### config.mk
export PLATFORM = sky130hd
export DESIGN_NAME = fws_poll
export DESIGN_NICKNAME = d
export VERILOG_FILES = /design/src/fws_pkg.sv /design/src/fws_bus_if.sv /design/src/fws_cycle.sv /design/src/fws_poll.sv
export SDC_FILE = /design/constraint.sdc
export NUM_CORES = 1
export LEC_CHECK = 0
export ABC_AREA = 0
export BUFFER_PORTS_ARGS = -buffer_cell sky130_fd_sc_hd__buf_2
export CAP_MARGIN = 15
export CELL_PAD_IN_SITES_DETAIL_PLACEMENT = 1
export CELL_PAD_IN_SITES_GLOBAL_PLACEMENT = 2
export CORE_UTILIZATION = 34
export DETAILED_ROUTE_END_ITERATION = 10
export HOLD_SLACK_MARGIN = 0.15
export PLACE_DENSITY = 0.81
export SYNTH_ARGS = -nofsm -noshare
export SYNTH_HDL_FRONTEND = slang
export SYNTH_HIERARCHICAL = 1
export SYNTH_SLANG_ARGS = --single-unit
### constraint.sdc
create_clock -name sys_clk_i -period 2.7 [get_ports sys_clk_i]
set_input_delay 0.135 -clock sys_clk_i [delete_from_list [all_inputs] [get_ports sys_clk_i]]
set_output_delay 0.135 -clock sys_clk_i [all_outputs]
set_load 0.01 [all_outputs]
### src/fws_pkg.sv
package fws_pkg;
  localparam int unsigned DATA_W   = 16;
  localparam int unsigned ADDR_W   = 22;
  // Status bit positions on the data bus.
  localparam int unsigned POL_BIT  = 7;
  localparam int unsigned TOG_BIT  = 6;
  localparam int unsigned TMO_BIT  = 5;
  localparam int unsigned WIN_BIT  = 3;
  localparam int unsigned STG_BIT  = 2;
  // Bus cycle timing in ns and derived cycles at 100 MHz.
  localparam int unsigned CLK_NS      = 10;
  localparam int unsigned STROBE_NS   = 70;
  localparam int unsigned STROBE_CYC  = (STROBE_NS + CLK_NS - 1) / CLK_NS;
  localparam int unsigned GAP_NS      = 30;
  localparam int unsigned GAP_CYC     = (GAP_NS + CLK_NS - 1) / CLK_NS;
  localparam int unsigned SPACE_US    = 50;
  localparam int unsigned SPACE_CYC   = SPACE_US * 1000 / CLK_NS;
  localparam logic [15:0] RESET_CMD   = 16'h00f0;
  localparam logic [15:0] RESET_ADDR  = 16'h0000;
endpackage

### src/fws_bus_if.sv
`timescale 1ns/1ns
interface fws_bus_if;
  import fws_pkg::*;
  logic              req;
  logic              wr;
  logic [ADDR_W-1:0] addr;
  logic [DATA_W-1:0] wdata;
  logic [DATA_W-1:0] rdata;
  logic              done;
  modport master (output req, wr, addr, wdata, input rdata, done);
  modport slave  (input req, wr, addr, wdata, output rdata, done);
endinterface

### src/fws_cycle.sv
`timescale 1ns/1ns
module fws_cycle
  import fws_pkg::*;
(
  // Clock and reset.
  input  wire logic              sys_clk_i,
  input  wire logic              srst_i,
  // Cycle requests.
  fws_bus_if.slave               bus,
  // Flash pins.
  output logic                   flash_ce_n_o,
  output logic                   flash_oe_n_o,
  output logic                   flash_we_n_o,
  output logic [ADDR_W-1:0]      flash_addr_o,
  output logic [DATA_W-1:0]      flash_dq_o,
  output logic                   flash_dq_oe_o,
  input  wire logic [DATA_W-1:0] flash_dq_i
);
  import fws_pkg::*;

  typedef enum logic [2:0] {
    CY_IDLE   = 3'b001,
    CY_STROBE = 3'b010,
    CY_GAP    = 3'b100
  } fws_cy_t;

  fws_cy_t     st_q;
  logic [7:0]  cnt_q;
  logic        wr_q;
  logic [DATA_W-1:0] s1_q;
  logic [DATA_W-1:0] s2_q;

  // Data pins pass two flops before being read.
  always_ff @(posedge sys_clk_i) begin
    s1_q <= flash_dq_i;
    s2_q <= s1_q;
  end

  always_ff @(posedge sys_clk_i) begin
    if (srst_i) begin
      st_q          <= CY_IDLE;
      cnt_q         <= 8'h00;
      wr_q          <= 1'b0;
      flash_ce_n_o  <= 1'b1;
      flash_oe_n_o  <= 1'b1;
      flash_we_n_o  <= 1'b1;
      flash_addr_o  <= '0;
      flash_dq_o    <= '0;
      flash_dq_oe_o <= 1'b0;
      bus.rdata     <= '0;
    end else begin
      case (st_q)
        CY_IDLE: begin
          if (bus.req) begin
            st_q          <= CY_STROBE;
            cnt_q         <= 8'(STROBE_CYC + 2);
            wr_q          <= bus.wr;
            flash_addr_o  <= bus.addr;
            flash_dq_o    <= bus.wdata;
            flash_dq_oe_o <= bus.wr;
            flash_ce_n_o  <= 1'b0;
            flash_oe_n_o  <= bus.wr;
            flash_we_n_o  <= ~bus.wr;
          end
        end
        CY_STROBE: begin
          if (cnt_q == 8'h01) begin
            // Every read ends with a rising strobe, so toggle bits advance.
            if (!wr_q) begin
              bus.rdata <= s2_q;
            end
            flash_ce_n_o <= 1'b1;
            flash_oe_n_o <= 1'b1;
            flash_we_n_o <= 1'b1;
            st_q         <= CY_GAP;
            cnt_q        <= 8'(GAP_CYC);
          end else begin
            cnt_q <= cnt_q - 8'h01;
          end
        end
        CY_GAP: begin
          flash_dq_oe_o <= 1'b0;
          if (cnt_q == 8'h01) begin
            st_q <= CY_IDLE;
          end else begin
            cnt_q <= cnt_q - 8'h01;
          end
        end
        default: st_q <= CY_IDLE;
      endcase
    end
  end

  assign bus.done = (st_q == CY_GAP) && (cnt_q == 8'h01);
endmodule

### src/fws_poll.sv
`timescale 1ns/1ns
// Notes on behaviour
// - Host double-reads and compares toggle bit.
// - Toggling with timeout set: recheck, reset.
// - Interrupted polling restarts from double read.
// - Host issues reset after timeout failure.
// - Skip window check only under 50 us.
// - Host checks window before and after erase; the code reads it only on the final read after a command issued with cmd_win_i.
// - Host polls with a valid address.
module fws_poll
  import fws_pkg::*;
#(
  parameter int unsigned SPACE_CYCLES = SPACE_CYC
) (
  // Clock and reset.
  input  wire logic              sys_clk_i,
  input  wire logic              srst_i,
  // User commands.
  input  wire logic              cmd_valid_i,
  input  wire logic              cmd_wr_i,
  input  wire logic              cmd_poll_i,
  input  wire logic              cmd_win_i,
  input  wire logic [ADDR_W-1:0] cmd_addr_i,
  input  wire logic [DATA_W-1:0] cmd_data_i,
  output logic                   cmd_ready_o,
  // User results.
  output logic                   rsp_valid_o,
  output logic [DATA_W-1:0]      rsp_data_o,
  output logic                   rsp_fail_o,
  output logic                   rsp_win_o,
  output logic                   busy_o,
  output logic                   space_ok_o,
  // Flash pins.
  output logic                   flash_ce_n_o,
  output logic                   flash_oe_n_o,
  output logic                   flash_we_n_o,
  output logic [ADDR_W-1:0]      flash_addr_o,
  output logic [DATA_W-1:0]      flash_dq_o,
  output logic                   flash_dq_oe_o,
  input  wire logic [DATA_W-1:0] flash_dq_i,
  input  wire logic              flash_ready_busy_output_i
);
  import fws_pkg::*;

  typedef enum logic [6:0] {
    PS_IDLE  = 7'b0000001,
    PS_RD1   = 7'b0000010,
    PS_RD2   = 7'b0000100,
    PS_RD3   = 7'b0001000,
    PS_RST   = 7'b0010000,
    PS_FINAL = 7'b0100000,
    PS_ONE   = 7'b1000000
  } fws_ps_t;

  fws_bus_if bus ();

  fws_ps_t           st_q;
  logic              issued_q;
  logic              wr_q;
  logic              fail_q;
  logic              poll_q;
  logic              win_q;
  logic [ADDR_W-1:0] addr_q;
  logic [DATA_W-1:0] data_q;
  logic [DATA_W-1:0] first_q;
  logic [DATA_W-1:0] rsp_data_q;
  logic              rsp_valid_q;
  logic              rsp_fail_q;
  logic              rsp_win_q;
  logic              ryb_s1_q;
  logic              ryb_s2_q;
  logic [31:0]       space_q;
  logic              toggling;

  fws_cycle u_cycle (
    .sys_clk_i     (sys_clk_i),
    .srst_i        (srst_i),
    .bus           (bus.slave),
    .flash_ce_n_o  (flash_ce_n_o),
    .flash_oe_n_o  (flash_oe_n_o),
    .flash_we_n_o  (flash_we_n_o),
    .flash_addr_o  (flash_addr_o),
    .flash_dq_o    (flash_dq_o),
    .flash_dq_oe_o (flash_dq_oe_o),
    .flash_dq_i    (flash_dq_i)
  );

  // Open-drain ready line, pulled up outside.
  always_ff @(posedge sys_clk_i) begin
    ryb_s1_q <= flash_ready_busy_output_i;
    ryb_s2_q <= ryb_s1_q;
  end

  assign busy_o = ~ryb_s2_q;

  // Time since the last write, for back-to-back sector erase spacing.
  always_ff @(posedge sys_clk_i) begin
    if (srst_i) begin
      space_q <= 32'hffffffff;
    end else if (st_q == PS_ONE && bus.done && wr_q) begin
      space_q <= 32'h00000000;
    end else if (space_q != 32'hffffffff) begin
      space_q <= space_q + 32'h00000001;
    end
  end

  assign space_ok_o = space_q < SPACE_CYCLES;

  assign toggling = first_q[TOG_BIT] != bus.rdata[TOG_BIT];

  assign cmd_ready_o = (st_q == PS_IDLE);
  assign bus.req     = (st_q != PS_IDLE) && !issued_q;
  assign bus.wr      = (st_q == PS_RST) || (st_q == PS_ONE && wr_q);
  assign bus.addr    = (st_q == PS_RST) ? ADDR_W'(RESET_ADDR) : addr_q;
  assign bus.wdata   = (st_q == PS_RST) ? RESET_CMD : data_q;

  always_ff @(posedge sys_clk_i) begin
    if (srst_i) begin
      st_q     <= PS_IDLE;
      issued_q <= 1'b0;
      wr_q     <= 1'b0;
      fail_q   <= 1'b0;
      poll_q   <= 1'b0;
      win_q    <= 1'b0;
      addr_q   <= '0;
      data_q   <= '0;
      first_q  <= '0;
    end else begin
      if (bus.req) begin
        issued_q <= 1'b1;
      end else if (bus.done) begin
        issued_q <= 1'b0;
      end
      case (st_q)
        PS_IDLE: begin
          if (cmd_valid_i) begin
            addr_q <= cmd_addr_i;
            data_q <= cmd_data_i;
            wr_q   <= cmd_wr_i;
            poll_q <= cmd_poll_i;
            win_q  <= cmd_win_i;
            fail_q <= 1'b0;
            // Every poll without the write flag starts at the double read.
            st_q   <= (cmd_poll_i && !cmd_wr_i) ? PS_RD1 : PS_ONE;
          end
        end
        PS_ONE: begin
          if (bus.done) begin
            st_q <= PS_FINAL;
          end
        end
        PS_RD1: begin
          if (bus.done) begin
            first_q <= bus.rdata;
            st_q    <= PS_RD2;
          end
        end
        PS_RD2: begin
          if (bus.done) begin
            if (!toggling) begin
              st_q <= PS_FINAL;
            end else if (bus.rdata[TMO_BIT]) begin
              first_q <= bus.rdata;
              st_q    <= PS_RD3;
            end else begin
              first_q <= bus.rdata;
            end
          end
        end
        PS_RD3: begin
          if (bus.done) begin
            if (toggling) begin
              fail_q <= 1'b1;
              st_q   <= PS_RST;
            end else begin
              st_q <= PS_FINAL;
            end
          end
        end
        PS_RST: begin
          if (bus.done) begin
            st_q <= PS_FINAL;
          end
        end
        PS_FINAL: begin
          // Array data is valid only on the read after polling.
          if (bus.done) begin
            st_q <= PS_IDLE;
          end
        end
        default: st_q <= PS_IDLE;
      endcase
    end
  end

  always_ff @(posedge sys_clk_i) begin
    if (srst_i) begin
      rsp_valid_q <= 1'b0;
      rsp_data_q  <= '0;
      rsp_fail_q  <= 1'b0;
      rsp_win_q   <= 1'b0;
    end else begin
      rsp_valid_q <= (st_q == PS_FINAL) && bus.done;
      if (st_q == PS_FINAL && bus.done) begin
        rsp_data_q <= bus.rdata;
        rsp_fail_q <= fail_q;
        // A high window bit means the erase may not have been taken.
        rsp_win_q  <= win_q & bus.rdata[WIN_BIT];
      end
    end
  end

  assign rsp_valid_o = rsp_valid_q;
  assign rsp_data_o  = rsp_data_q;
  assign rsp_fail_o  = rsp_fail_q;
  assign rsp_win_o   = rsp_win_q;
endmodule

==> results of run 1 <==
==> metal layers <==
layer	track usage, %	routed length [um]	vias up
li1	-	-	3671
met1	22.7	10500	3557
met2	33.1	11500	130
met3	3.13	883	39
met4	5.30	540	0
met5	0	0	-
==> registers in the layout, indices dropped and copies added, names as in the netlist, 3 cells and up <==
signal                count
space_q                  32
addr_q                   22
u_cycle/flash_addr_o     22
data_q                   16
rsp_data_o               16
u_cycle/bus.rdata        16
u_cycle/flash_dq_o       16
u_cycle/s1_q             16
u_cycle/s2_q             16
u_cycle/cnt_q             8
st_q                      7
u_cycle/st_q              3
==> Yosys cell counts (9+ instances only) <==
cell / count
mux2i_1: 41
and3_1: 9
nor3_1: 12
a21oi_1: 100
xnor2_1: 9
dfxtp_1: 205
nand4_1: 14
nor2b_1: 22
a31oi_1: 9
nand3_1: 29
nand3b_1: 9
inv_1: 10
or3_1: 12
nor4_1: 9
and2b_1: 12
nor2_1: 59
clkbuf_1: 46
o21ai_0: 14
nand2_1: 189
==> metrics by stage <==
stage	area, sq um	std cells
after global routing	10900	1473
after floorplan	8360	948
final	10900	1473
after CTS	10900	1472
after detailed placement	9320	1359
after global placement	9320	1359
==> worst max-delay path by stage <==
stage | to | startpoint | cells past startpoint
after detailed placement | st_q[2] | u_cycle/cnt_q[0] | 10
final | addr_q[8] | st_q[5] | 8
after floorplan | space_q[5] | u_cycle/cnt_q[1] | 10
after CTS | st_q[2] | u_cycle/cnt_q[0] | 10
after global placement | space_q[21] | u_cycle/cnt_q[0] | 10
after global routing | u_cycle/cnt_q[7] | st_q[1] | 8
==> placed cells by master, fill, tap and decap left out, types with 14 or more instances in the layout <==
cell and instances:
a21oi_1 100, buf_2 123, buf_4 28, clkbuf_16 25, dfxtp_1 205, dlygate4sd3_1 69, mux2i_1 41, nand2_1 189
nand3_1 29, nand4_1 14, nor2_1 57, nor2b_1 22, o21ai_0 14
==> power groups by stage <==
stage,Combinational (mW),Sequential [mW],Clock (mW)
4_1_cts,4.63,4.09,3.73
2_1_floorplan,3.31,3.98,0
3_3_place_gp,4.41,4.12,0
6_report,4.61,4.10,3.61
5_1_grt,5.14,4.19,3.83
3_5_place_dp,4.50,4.15,0
==> critical path: stages (launching register included) <==
cell	delay [ns]
dfxtp_1	0.44
nor3_4	0.30
nand4b_1	0.19
inv_2	0.15
and2_1	0.16
buf_6	0.31
nand2_1	0.12
a21oi_1	0.19
dlygate4sd3_1	0.58
==> area by class of cell <==
type,instances,share of cell area [%]
Inverter,11,0.378
Timing Repair Buffer,222,14.2
Antenna cell,1,0.0229
Clock inverter,14,1.91
Multi-Input combinational cell,666,35.9
Clock buffer,30,6.36
Tap cell,324,3.71
Sequential cell,205,37.6
==> kinds of logic after synthesis <==
| kind of cell | count (synthesis) | share of synthesized area, % |
|---|---|---|
| and+or+nand+nor | 427 | 26.2 |
| DFF | 205 | 49.1 |
| AOI/OAI and AO/OA | 181 | 13.7 |
| buffers and inverters | 77 | 4.20 |
| muxes | 41 | 4.91 |
| xor gates and xnor gates | 14 | 1.47 |
| adders and majority gates | 3 | 0.449 |
==> timing repair <==
| item | CTS | global route |
|---|---|---|
| hold endpoints to repair | 75 | 0 |
| resized for setup | 0 | 2 |
| hold buffers | 69 | 0 |
| setup endpoints to repair | 0 | 4 |
==> results.md, run 1 <==
* Status: finished, final reports clean
* Clock sinks at ~200
* Flop pwr share at between 30% and 40%
* Sequential cell area at around 4100 sq um
* Hold endpoint: u_cycle/s1_q[1]
* RR Endpoint: addr_q[8]
* Via count at around 7400
* Setup TNS at 0 ns
* Post-DR vias/cell at ~5.0
* Die area at roughly 25000 sq um
* H-tree depth at 1
* Post-DR wirelength/cell at roughly 16 um
* Max clock buf depth at 3
* Internal power at between 7 and 8 mW
* Clock Latency Late Sink at between 0.5 and 0.6 ns
* Total CTS buffers at 24
* Number of synthesized flops with an enable pin at 0
* Syn nets at 1012
* P&R area growth vs syn at 30.6%
* GRT Total Usage at a little under a fifth
* Synthesized area at 8360 sq um
* Die H at roughly 160 um
* Maxcap violations at 0
* Gp weighted congestion at about 0.81
* Psw at roughly 4.7 mW
* Fin nets at around 1200
* RSZ-0062 raised after global routing: no
* Post-Synthesis Cells at ~950
* Min Hold Slack at about 0.25 ns
* Final setup skew at about 0.013 ns
* Worst slew pin tran at between 0.6 and 0.7 ns
* Row Count at 57
* Postcts setup bufs at 0
* Core Box Area at 24200 sq um
* Hold crit path type: in2reg
* Grt ovf at 0
* Largest net degree at the start of global routing at 50
* Final Cycle Share at roughly 93%
* Post-synth ARST share at 0%
* Synth area leaders: dfxtp_1, nand2_1, a21oi_1
* Initial Util at between 30% and 40%
* Post-layout util at 45.0%
* DRC Markers at 0
* Hpwl dp at approximately 15 mm
* Clk root buf: clkbuf_16
* Hold path depth at 2
* Final antenna-violating net count at 0
* CP Capture Type: register
* Lkg Pwr at between 4 and 5 nW
* Footprint of the multi-input gates at 3920 sq um
* Slew headroom at between 50% and 60%
* Number of I/O port buffers at ~120
* Die X at between 150 and 200 um
* Fmax at approximately 400 MHz
* Post-Place Setup Slack at between 0.2 and 0.3 ns
* WS Path Type: reg2reg
* Slew Viols, Final at 0
* Synth Register Bits at between 200 and 250
* Switching portion of total power at a little under two fifths
* First-pass GRT wire length at 39.1 mm
* Crit path DAT at 2.95 ns
* Total Power at ~12 mW
* Startpoint types: register
* Syn_area_per_cell at between 8 and 9 sq um
* Layout cell share with drive strength beyond 1 at between 20% and 30%
* Share of the synthesized area in the top cell type at between 40 and 50%
* Unique masters post-synth at 73
* Final Hold Vio Count at 0
* Initial antenna violation count at 1
* Pwr Density at roughly 1100 nW/um^2
* CTS tree: done
* Detailed Routing Iterations Pass 1 at 4
* Detailed Route WL at ~23 mm
* Reg2reg setup slack at just under 0.2 ns
* Fill cells at slightly below 3000
* Fin worst setup slack at ~0.20 ns
* CP Max Fanout at 40
* Reg-to-Reg Start: st_q[5]
* Final setup vio count at 0
* R2R depth at 8
* Hold wc startpoint: flash_dq_i[1]
* Initial drt markers at approximately 300
* Max VDD drop at 0.000471 V
* Yosys warns at 6
* Number of global-route vias before repair at slightly below 8000
* Fin crit period at 2.50 ns
* Main synth FF type: dfxtp_1
* Leading area contributor after synthesis: dfxtp_1
* Worst-path clk slew at about 0.060 ns
* I/O Pins at ~130
* Register area share after synthesis at 49.1%
* Worst endpoint required time at between 3 and 4 ns
* Combinational Power Share at between 30% and 40%
* Clk pwr share at ~29%
No activity file was read; power rests on OpenSTA's default activity.
==> inputs of run 2 (changes only) <==
--- a/config.mk
+++ b/config.mk
@@ -10,10 +10,10 @@
 export CAP_MARGIN = 15
 export CELL_PAD_IN_SITES_DETAIL_PLACEMENT = 1
 export CELL_PAD_IN_SITES_GLOBAL_PLACEMENT = 2
-export CORE_UTILIZATION = 34
+export CORE_UTILIZATION = 37
 export DETAILED_ROUTE_END_ITERATION = 10
 export HOLD_SLACK_MARGIN = 0.15
-export PLACE_DENSITY = 0.81
+export PLACE_DENSITY = 0.87
 export SYNTH_ARGS = -nofsm -noshare
 export SYNTH_HDL_FRONTEND = slang
 export SYNTH_HIERARCHICAL = 1
==> constraint.sdc (replaced) <==
create_clock -name sys_clk_i -period 2.9 [get_ports sys_clk_i]
set_input_delay 0.145 -clock sys_clk_i [delete_from_list [all_inputs] [get_ports sys_clk_i]]
set_output_delay 0.145 -clock sys_clk_i [all_outputs]
set_load 0.01 [all_outputs]
==> run 2 against run 1 <==
Against the previous run:
- the flow now finishes with violations (design-rule violations)
- register-to-register slack hardly changed
- sequential share of layout area increased by 1.2 points
- via count down 0.96%
- total power decreased by 11%
- sequential power down 6.3%
==> results.md, run 2 (synthesis results as in run 1) <==
* Gp weighted congestion at 0.805 (-0.70%)
* Initial Util at 38.0% (+3.5 points)
* Antenna cell count at 0 (-1)
* Hold path depth at 2 (unchanged)
* Largest regs: space_q: 32 flops, addr_q: 22 flops, u_cycle/flash_addr_o: 22 flops
* Startpoint types: register
* I/O Pins at 125 (unchanged)
* WS Path Type: reg2reg
* Psw at 4.27 mW (-8.3%)
* Final setup skew at 0.0140 ns (+0.00145 ns)
* Post-DR vias/cell at 5.20 (+3.5%)
* Die X at 152 um (-4.1%)
* Fmax at 369 MHz (-7.7%)
* Detailed Routing Iterations Pass 1 at 7 (+3)
* DRC Markers at 5 (+5)
* Die H at 152 um (-4.1%)
* Lkg Pwr at 4.43 nW (-3.3%)
* Failing checks: design-rule violations
* Largest net degree at the start of global routing at 57 (+14%)
* Clock Latency Late Sink at 0.52 ns (about the same)
* Most common cell after layout, fill and taps aside: dfxtp_1
* Register bank with the most flops: space_q
* Worst-path clk slew at 0.06 ns (about the same)
* Max clock buf depth at 3 (unchanged)
* Final Cycle Share at 93.5% (+0.82 points)
* Reg2reg setup slack at 0.19 ns (about the same)
* Die area at 23200 sq um (-8.0%)
* Pwr Density at 1040 nW/um^2 (-8.0%)
* P&R area growth vs syn at 26.7%
* Slew Viols, Final at 0 (unchanged)
* Worst endpoint required time at 3.35 ns (+0.21 ns)
* Maxcap violations at 0 (unchanged)
* Final Hold Vio Count at 0 (unchanged)
* Core Box Area at 22000 sq um (-9.2%)
* Max VDD drop at 0.000561 V (+19%)
* Highest-count cells in the layout ignoring fill and taps: dfxtp_1, nand2_1, buf_2, a21oi_1, dlygate4sd3_1
* Number of global-route vias before repair at 7388 (-4.1%)
* Post-layout util at 48.1% (+3.0 points)
* RSZ-0062 raised after global routing: no
* Via count at 7326 (-0.96%)
* Slew headroom at 57.1% (+2.9 points)
* Combinational Power Share at 37.2% (-0.2 points)
* Setup TNS at 0 ns (unchanged)
* CP Max Fanout at 10 (-75%)
* Clk pwr share at 27.8% (-1.5 points)
* Fin nets at 1177 (-1.4%)
* Detailed Route WL at 22.8 mm (-2.7%)
* CTS tree: done
* Post-DR wirelength/cell at 16.2 um (+1.7%)
* Hpwl dp at 14.1 mm (-2.9%)
* Crit path DAT at 3.16 ns (+0.21 ns)
* Clk root buf: clkbuf_16
* First-pass GRT wire length at 37.8 mm (-3.3%)
* Total Power at 11.0 mW (-11%)
* Min Hold Slack at 0.255 ns (+0.00157 ns)
* R2R depth at 10 (+2)
* Final setup vio count at 0 (unchanged)
* Clock sinks at 205 (unchanged)
* Initial antenna violation count at 0 (-1)
* Internal power at 6.72 mW (-12%)
* Max reg flops at 32 (unchanged)
* Switching portion of total power at 38.9% (+1.0 points)
* Initial drt markers at 291 (-1.7%)
* Total CTS buffers at 24 (unchanged)
* Final antenna-violating net count at 0 (unchanged)
* Row Count at 54 (-5.3%)
* Critical path startpoint: u_cycle/cnt_q[0]
* Status: finished, violations left
* Layout cell share with drive strength beyond 1 at 19.2% (-0.90 points)
* Reg-to-Reg Start: u_cycle/cnt_q[0]
* Critical path capture point: st_q[2]
* RR Endpoint: st_q[2]
* H-tree depth at 1 (unchanged)
* Grt ovf at 0 (unchanged)
* Hold crit path type: in2reg
* Fin crit period at 2.71 ns (+0.209 ns)
* GRT Total Usage at 19.7% (+1.1 points)
* Worst slew pin tran at 0.644 ns (-0.0365 ns)
* Flop pwr share at 35.0% (+1.7 points)
* CP Capture Type: register
* Number of I/O port buffers at 124 (unchanged)
[run 2: through the flow]
stage / std cells / cell area (sq um) / setup slack (ns)
5_1_grt: 1409 / 10600 / 0.00152
3_5_place_dp: 1307 / 9190 / 0.228
2_1_floorplan: 948 / 8360 / 0.484
4_1_cts: 1409 / 10600 / 0.198
6_report: 1409 / 10600 / 0.190
3_3_place_gp: 1307 / 9190 / 0.361
[run 2: critical path, cell delays in order (launching register included)]
cell      delay, ns
dfxtp_1        0.42
ha_1           0.18
nor4b_1        0.40
nand2_1        0.17
nor2_1         0.13
buf_4          0.19
nor4_1         0.06
nand3_1        0.13
o221ai_1       0.27
or4_1          0.54
a21oi_1        0.14
[run 2: worst min path at each step]
| stage | from | to | slack, ns |
|---|---|---|---|
| 2_1_floorplan | flash_ready_busy_output_i | ryb_s1_q | 0.17 |
| 3_3_place_gp | flash_dq_i[11] | u_cycle/s1_q[11] | 0.25 |
| 3_5_place_dp | flash_dq_i[7] | u_cycle/s1_q[7] | 0.25 |
| 4_1_cts | flash_dq_i[3] | u_cycle/s1_q[3] | 0.23 |
| 5_1_grt | flash_dq_i[10] | u_cycle/s1_q[10] | 0.24 |
| 6_report | flash_dq_i[6] | u_cycle/s1_q[6] | 0.25 |
[run 2: power groups by stage]
stage	logic, mW	registers (mW)	clock network [mW]
final	4.09	3.84	3.06
after global routing	4.57	3.92	3.24
after CTS	4.14	3.83	3.13
after detailed placement	4.04	3.89	0
after global placement	3.97	3.87	0
after floorplan	3.08	3.71	0
[run 2: timing repair]
item | CTS | global route
hold buffers | 60 | 0
setup endpoints to repair | 0 | 0
resized for setup | 0 | 0
setup buffers | 0 | 0
hold endpoints to repair | 75 | 0
[run 2: cell type report]
type | count | area (sq um)
Clock buffer | 30 | 653
Multi-Input combinational cell | 666 | 3910
Timing Repair Buffer | 205 | 1380
Inverter | 11 | 41.3
Sequential cell | 205 | 4100
Clock inverter | 12 | 150
Tap cell | 280 | 350
Fill cell | 2589 | 11400
[run 2: per-layer routing]
metal  vias up  GRT usage, %  part of all wire (%)
met5         -             0                     0
met3        43          2.90                   3.6
met1      3523          25.3                    46
met4         0          7.58                   3.1
li1       3625             -                     -
met2       135          33.3                    47
==> inputs of run 3 (changes only) <==
--- a/config.mk
+++ b/config.mk
@@ -13,7 +13,7 @@
 export CORE_UTILIZATION = 37
 export DETAILED_ROUTE_END_ITERATION = 10
 export HOLD_SLACK_MARGIN = 0.15
-export PLACE_DENSITY = 0.87
+export PLACE_DENSITY = 0.91
 export SYNTH_ARGS = -nofsm -noshare
 export SYNTH_HDL_FRONTEND = slang
 export SYNTH_HIERARCHICAL = 1
==> run 3 against run 2 <==
Against the previous run:
- the flow still finishes with violations (design-rule violations)
- count of clock-buffer cells in the layout shrank 1
- clock skew grew 0.00085 ns
- first-iteration DRC count grew 34%
==> results.md, run 3 (synthesis results as in run 1) <==
* Worst endpoint required time at 3.35 ns (about the same)
* Register bank with the most flops: space_q
* Hpwl dp at 14.4 mm (+2.5%)
* RSZ-0062 raised after global routing: no
* Crit path DAT at 2.99 ns (-0.17 ns)
* Pwr Density at 1050 nW/um^2 (+1.5%)
* First-pass GRT wire length at 38.8 mm (+2.6%)
* I/O Pins at 125 (unchanged)
* Clk root buf: clkbuf_16
* Detailed Route WL at 23.3 mm (+2.1%)
* Worst slew pin tran at 0.927 ns (+0.283 ns)
* Initial Util at 38.0% (unchanged)
* Hold crit path type: in2reg
* Gp weighted congestion at 0.804 (about the same)
* Hold endpoint: rsp_data_o[12]
* Fmax at 393 MHz (+6.6%)
* Core Box Area at 22000 sq um (unchanged)
* Maxcap violations at 0 (unchanged)
* Clock sinks at 205 (unchanged)
* Slew Viols, Final at 0 (unchanged)
* Detailed Routing Iterations Pass 1 at 7 (unchanged)
* Clock Latency Late Sink at 0.52 ns (about the same)
* Max reg flops at 32 (unchanged)
* Final antenna-violating net count at 0 (unchanged)
* CP Capture Type: register
* Status: finished, violations left
* Post-layout util at 48.2% (+0.13 points)
* Final setup vio count at 0 (unchanged)
* Slew headroom at 38.2% (-19 points)
* Reg2reg setup slack at 0.36 ns (+0.17 ns)
* Max VDD drop at 0.000556 V (-0.89%)
* Die area at 23200 sq um (unchanged)
* Postcts setup bufs at 0 (unchanged)
* Max clock buf depth at 3 (unchanged)
* Hold wc startpoint: srst_i
* Post-DR wirelength/cell at 16.6 um (+2.3%)
* RR Endpoint: u_cycle/cnt_q[6]
* Final Hold Vio Count at 0 (unchanged)
* CTS tree: done
* Number of global-route vias before repair at 7712 (+4.4%)
* Fill cells at 2576 (-0.50%)
* Fin crit period at 2.54 ns (-0.168 ns)
* CP Max Fanout at 12 (+2)
* P&R area growth vs syn at 27.0%
* Reg-to-Reg Start: st_q[4]
* DRC Markers at 6 (+1)
* H-tree depth at 1 (unchanged)
* Die H at 152 um (unchanged)
* Hold path depth at 2 (unchanged)
* Final Cycle Share at 87.7% (-5.8 points)
* Setup TNS at 0 ns (unchanged)
* Number of I/O port buffers at 124 (unchanged)
* Total CTS buffers at 23 (-4.2%)
* Final setup skew at 0.0148 ns (+0.000852 ns)
* Most common cell after layout, fill and taps aside: dfxtp_1
* Post-DR vias/cell at 5.24 (+0.71%)
* Die X at 152 um (unchanged)
* Via count at 7362 (+0.49%)
* Failing checks: design-rule violations
* Grt ovf at 0 (unchanged)
* R2R depth at 8 (-2)
* Startpoint types: register
* Initial drt markers at 390 (+34%)
* GRT Total Usage at 20.0% (+0.31 points)
* Worst-path clk slew at 0.07 ns (about the same)
* Fin nets at 1173 (-0.34%)
* Largest regs: space_q: 32 flops, addr_q: 22 flops, u_cycle/flash_addr_o: 22 flops
* Largest net degree at the start of global routing at 88 (+54%)
* WS Path Type: reg2reg
* Layout cell share with drive strength beyond 1 at 19.2% (-0.021 points)
* Initial antenna violation count at 1 (+1)
* Lkg Pwr at 4.43 nW (about the same)
* Highest-count cells in the layout ignoring fill and taps: dfxtp_1, nand2_1, buf_2, a21oi_1, dlygate4sd3_1
* Row Count at 54 (unchanged)
-- run 3: cell type report --
type,instances,area [sq um],area share (%)
Inverter,11,41.3,0.389
Clock buffer,29,638,6.01
Timing Repair Buffer,202,1380,13.0
Multi-Input combinational cell,666,3920,36.9
Clock inverter,12,185,1.74
Sequential cell,205,4100,38.6
Antenna cell,1,2.50,0.0236
Tap cell,280,350,3.30
-- run 3: metal layers --
layer | routed length [um] | global-route usage (%)
met3 | 825 | 2.96
met5 | 0 | 0
met2 | 11400 | 35.7
met4 | 573 | 6.46
met1 | 10500 | 24.6
-- run 3: worst max path at each step --
stage,from,end,slack (ns)
after floorplan,u_cycle/cnt_q[1],space_q[5],0.48
after global placement,st_q[4],u_cycle/cnt_q[6],0.41
after global routing,st_q[4],u_cycle/cnt_q[6],0.12
after detailed placement,st_q[4],u_cycle/cnt_q[6],0.36
after CTS,u_cycle/cnt_q[0],st_q[2],0.26
final,st_q[4],u_cycle/cnt_q[6],0.36
-- run 3: what timing repair did --
item                                   in CTS  in global routing
hold buffers                               59                  0
setup endpoints to repair                   0                  1
endpoints found under the hold margin      61                  0
gates resized for setup                     0                  1
-- run 3: worst max-delay path, cell delays in order, from the launching register on --
cell       delay (ns)
dfxtp_1          0.63
nor3_4           0.11
nand4b_1         0.15
inv_2            0.09
nor2_1           0.10
nand3b_1         0.21
a21o_1           0.31
a2111oi_0        0.62
mux2i_1          0.24
-- run 3: metrics by stage --
| stage | hold slack (ns) | setup slack [ns] | cells | power [mW] | instance area, sq um |
|---|---|---|---|---|---|
| global placement | 0.247 | 0.407 | 1305 | 7.87 | 9200 |
| CTS | 0.218 | 0.255 | 1405 | 11.2 | 10600 |
| detailed placement | 0.249 | 0.355 | 1305 | 7.98 | 9200 |
| floorplan | 0.173 | 0.484 | 948 | 6.79 | 8360 |
| global route | 0.253 | 0.115 | 1406 | 11.9 | 10600 |
| finish | 0.209 | 0.358 | 1406 | 11.2 | 10600 |
-- run 3: power breakdown --
part	switching (mW)	leakage, nW	internal [mW]	total, mW
clock	1.22	0.405	1.93	3.15
sequential	0.536	1.68	3.32	3.85
combinational	2.60	2.34	1.60	4.19
total	4.35	4.43	6.84	11.2
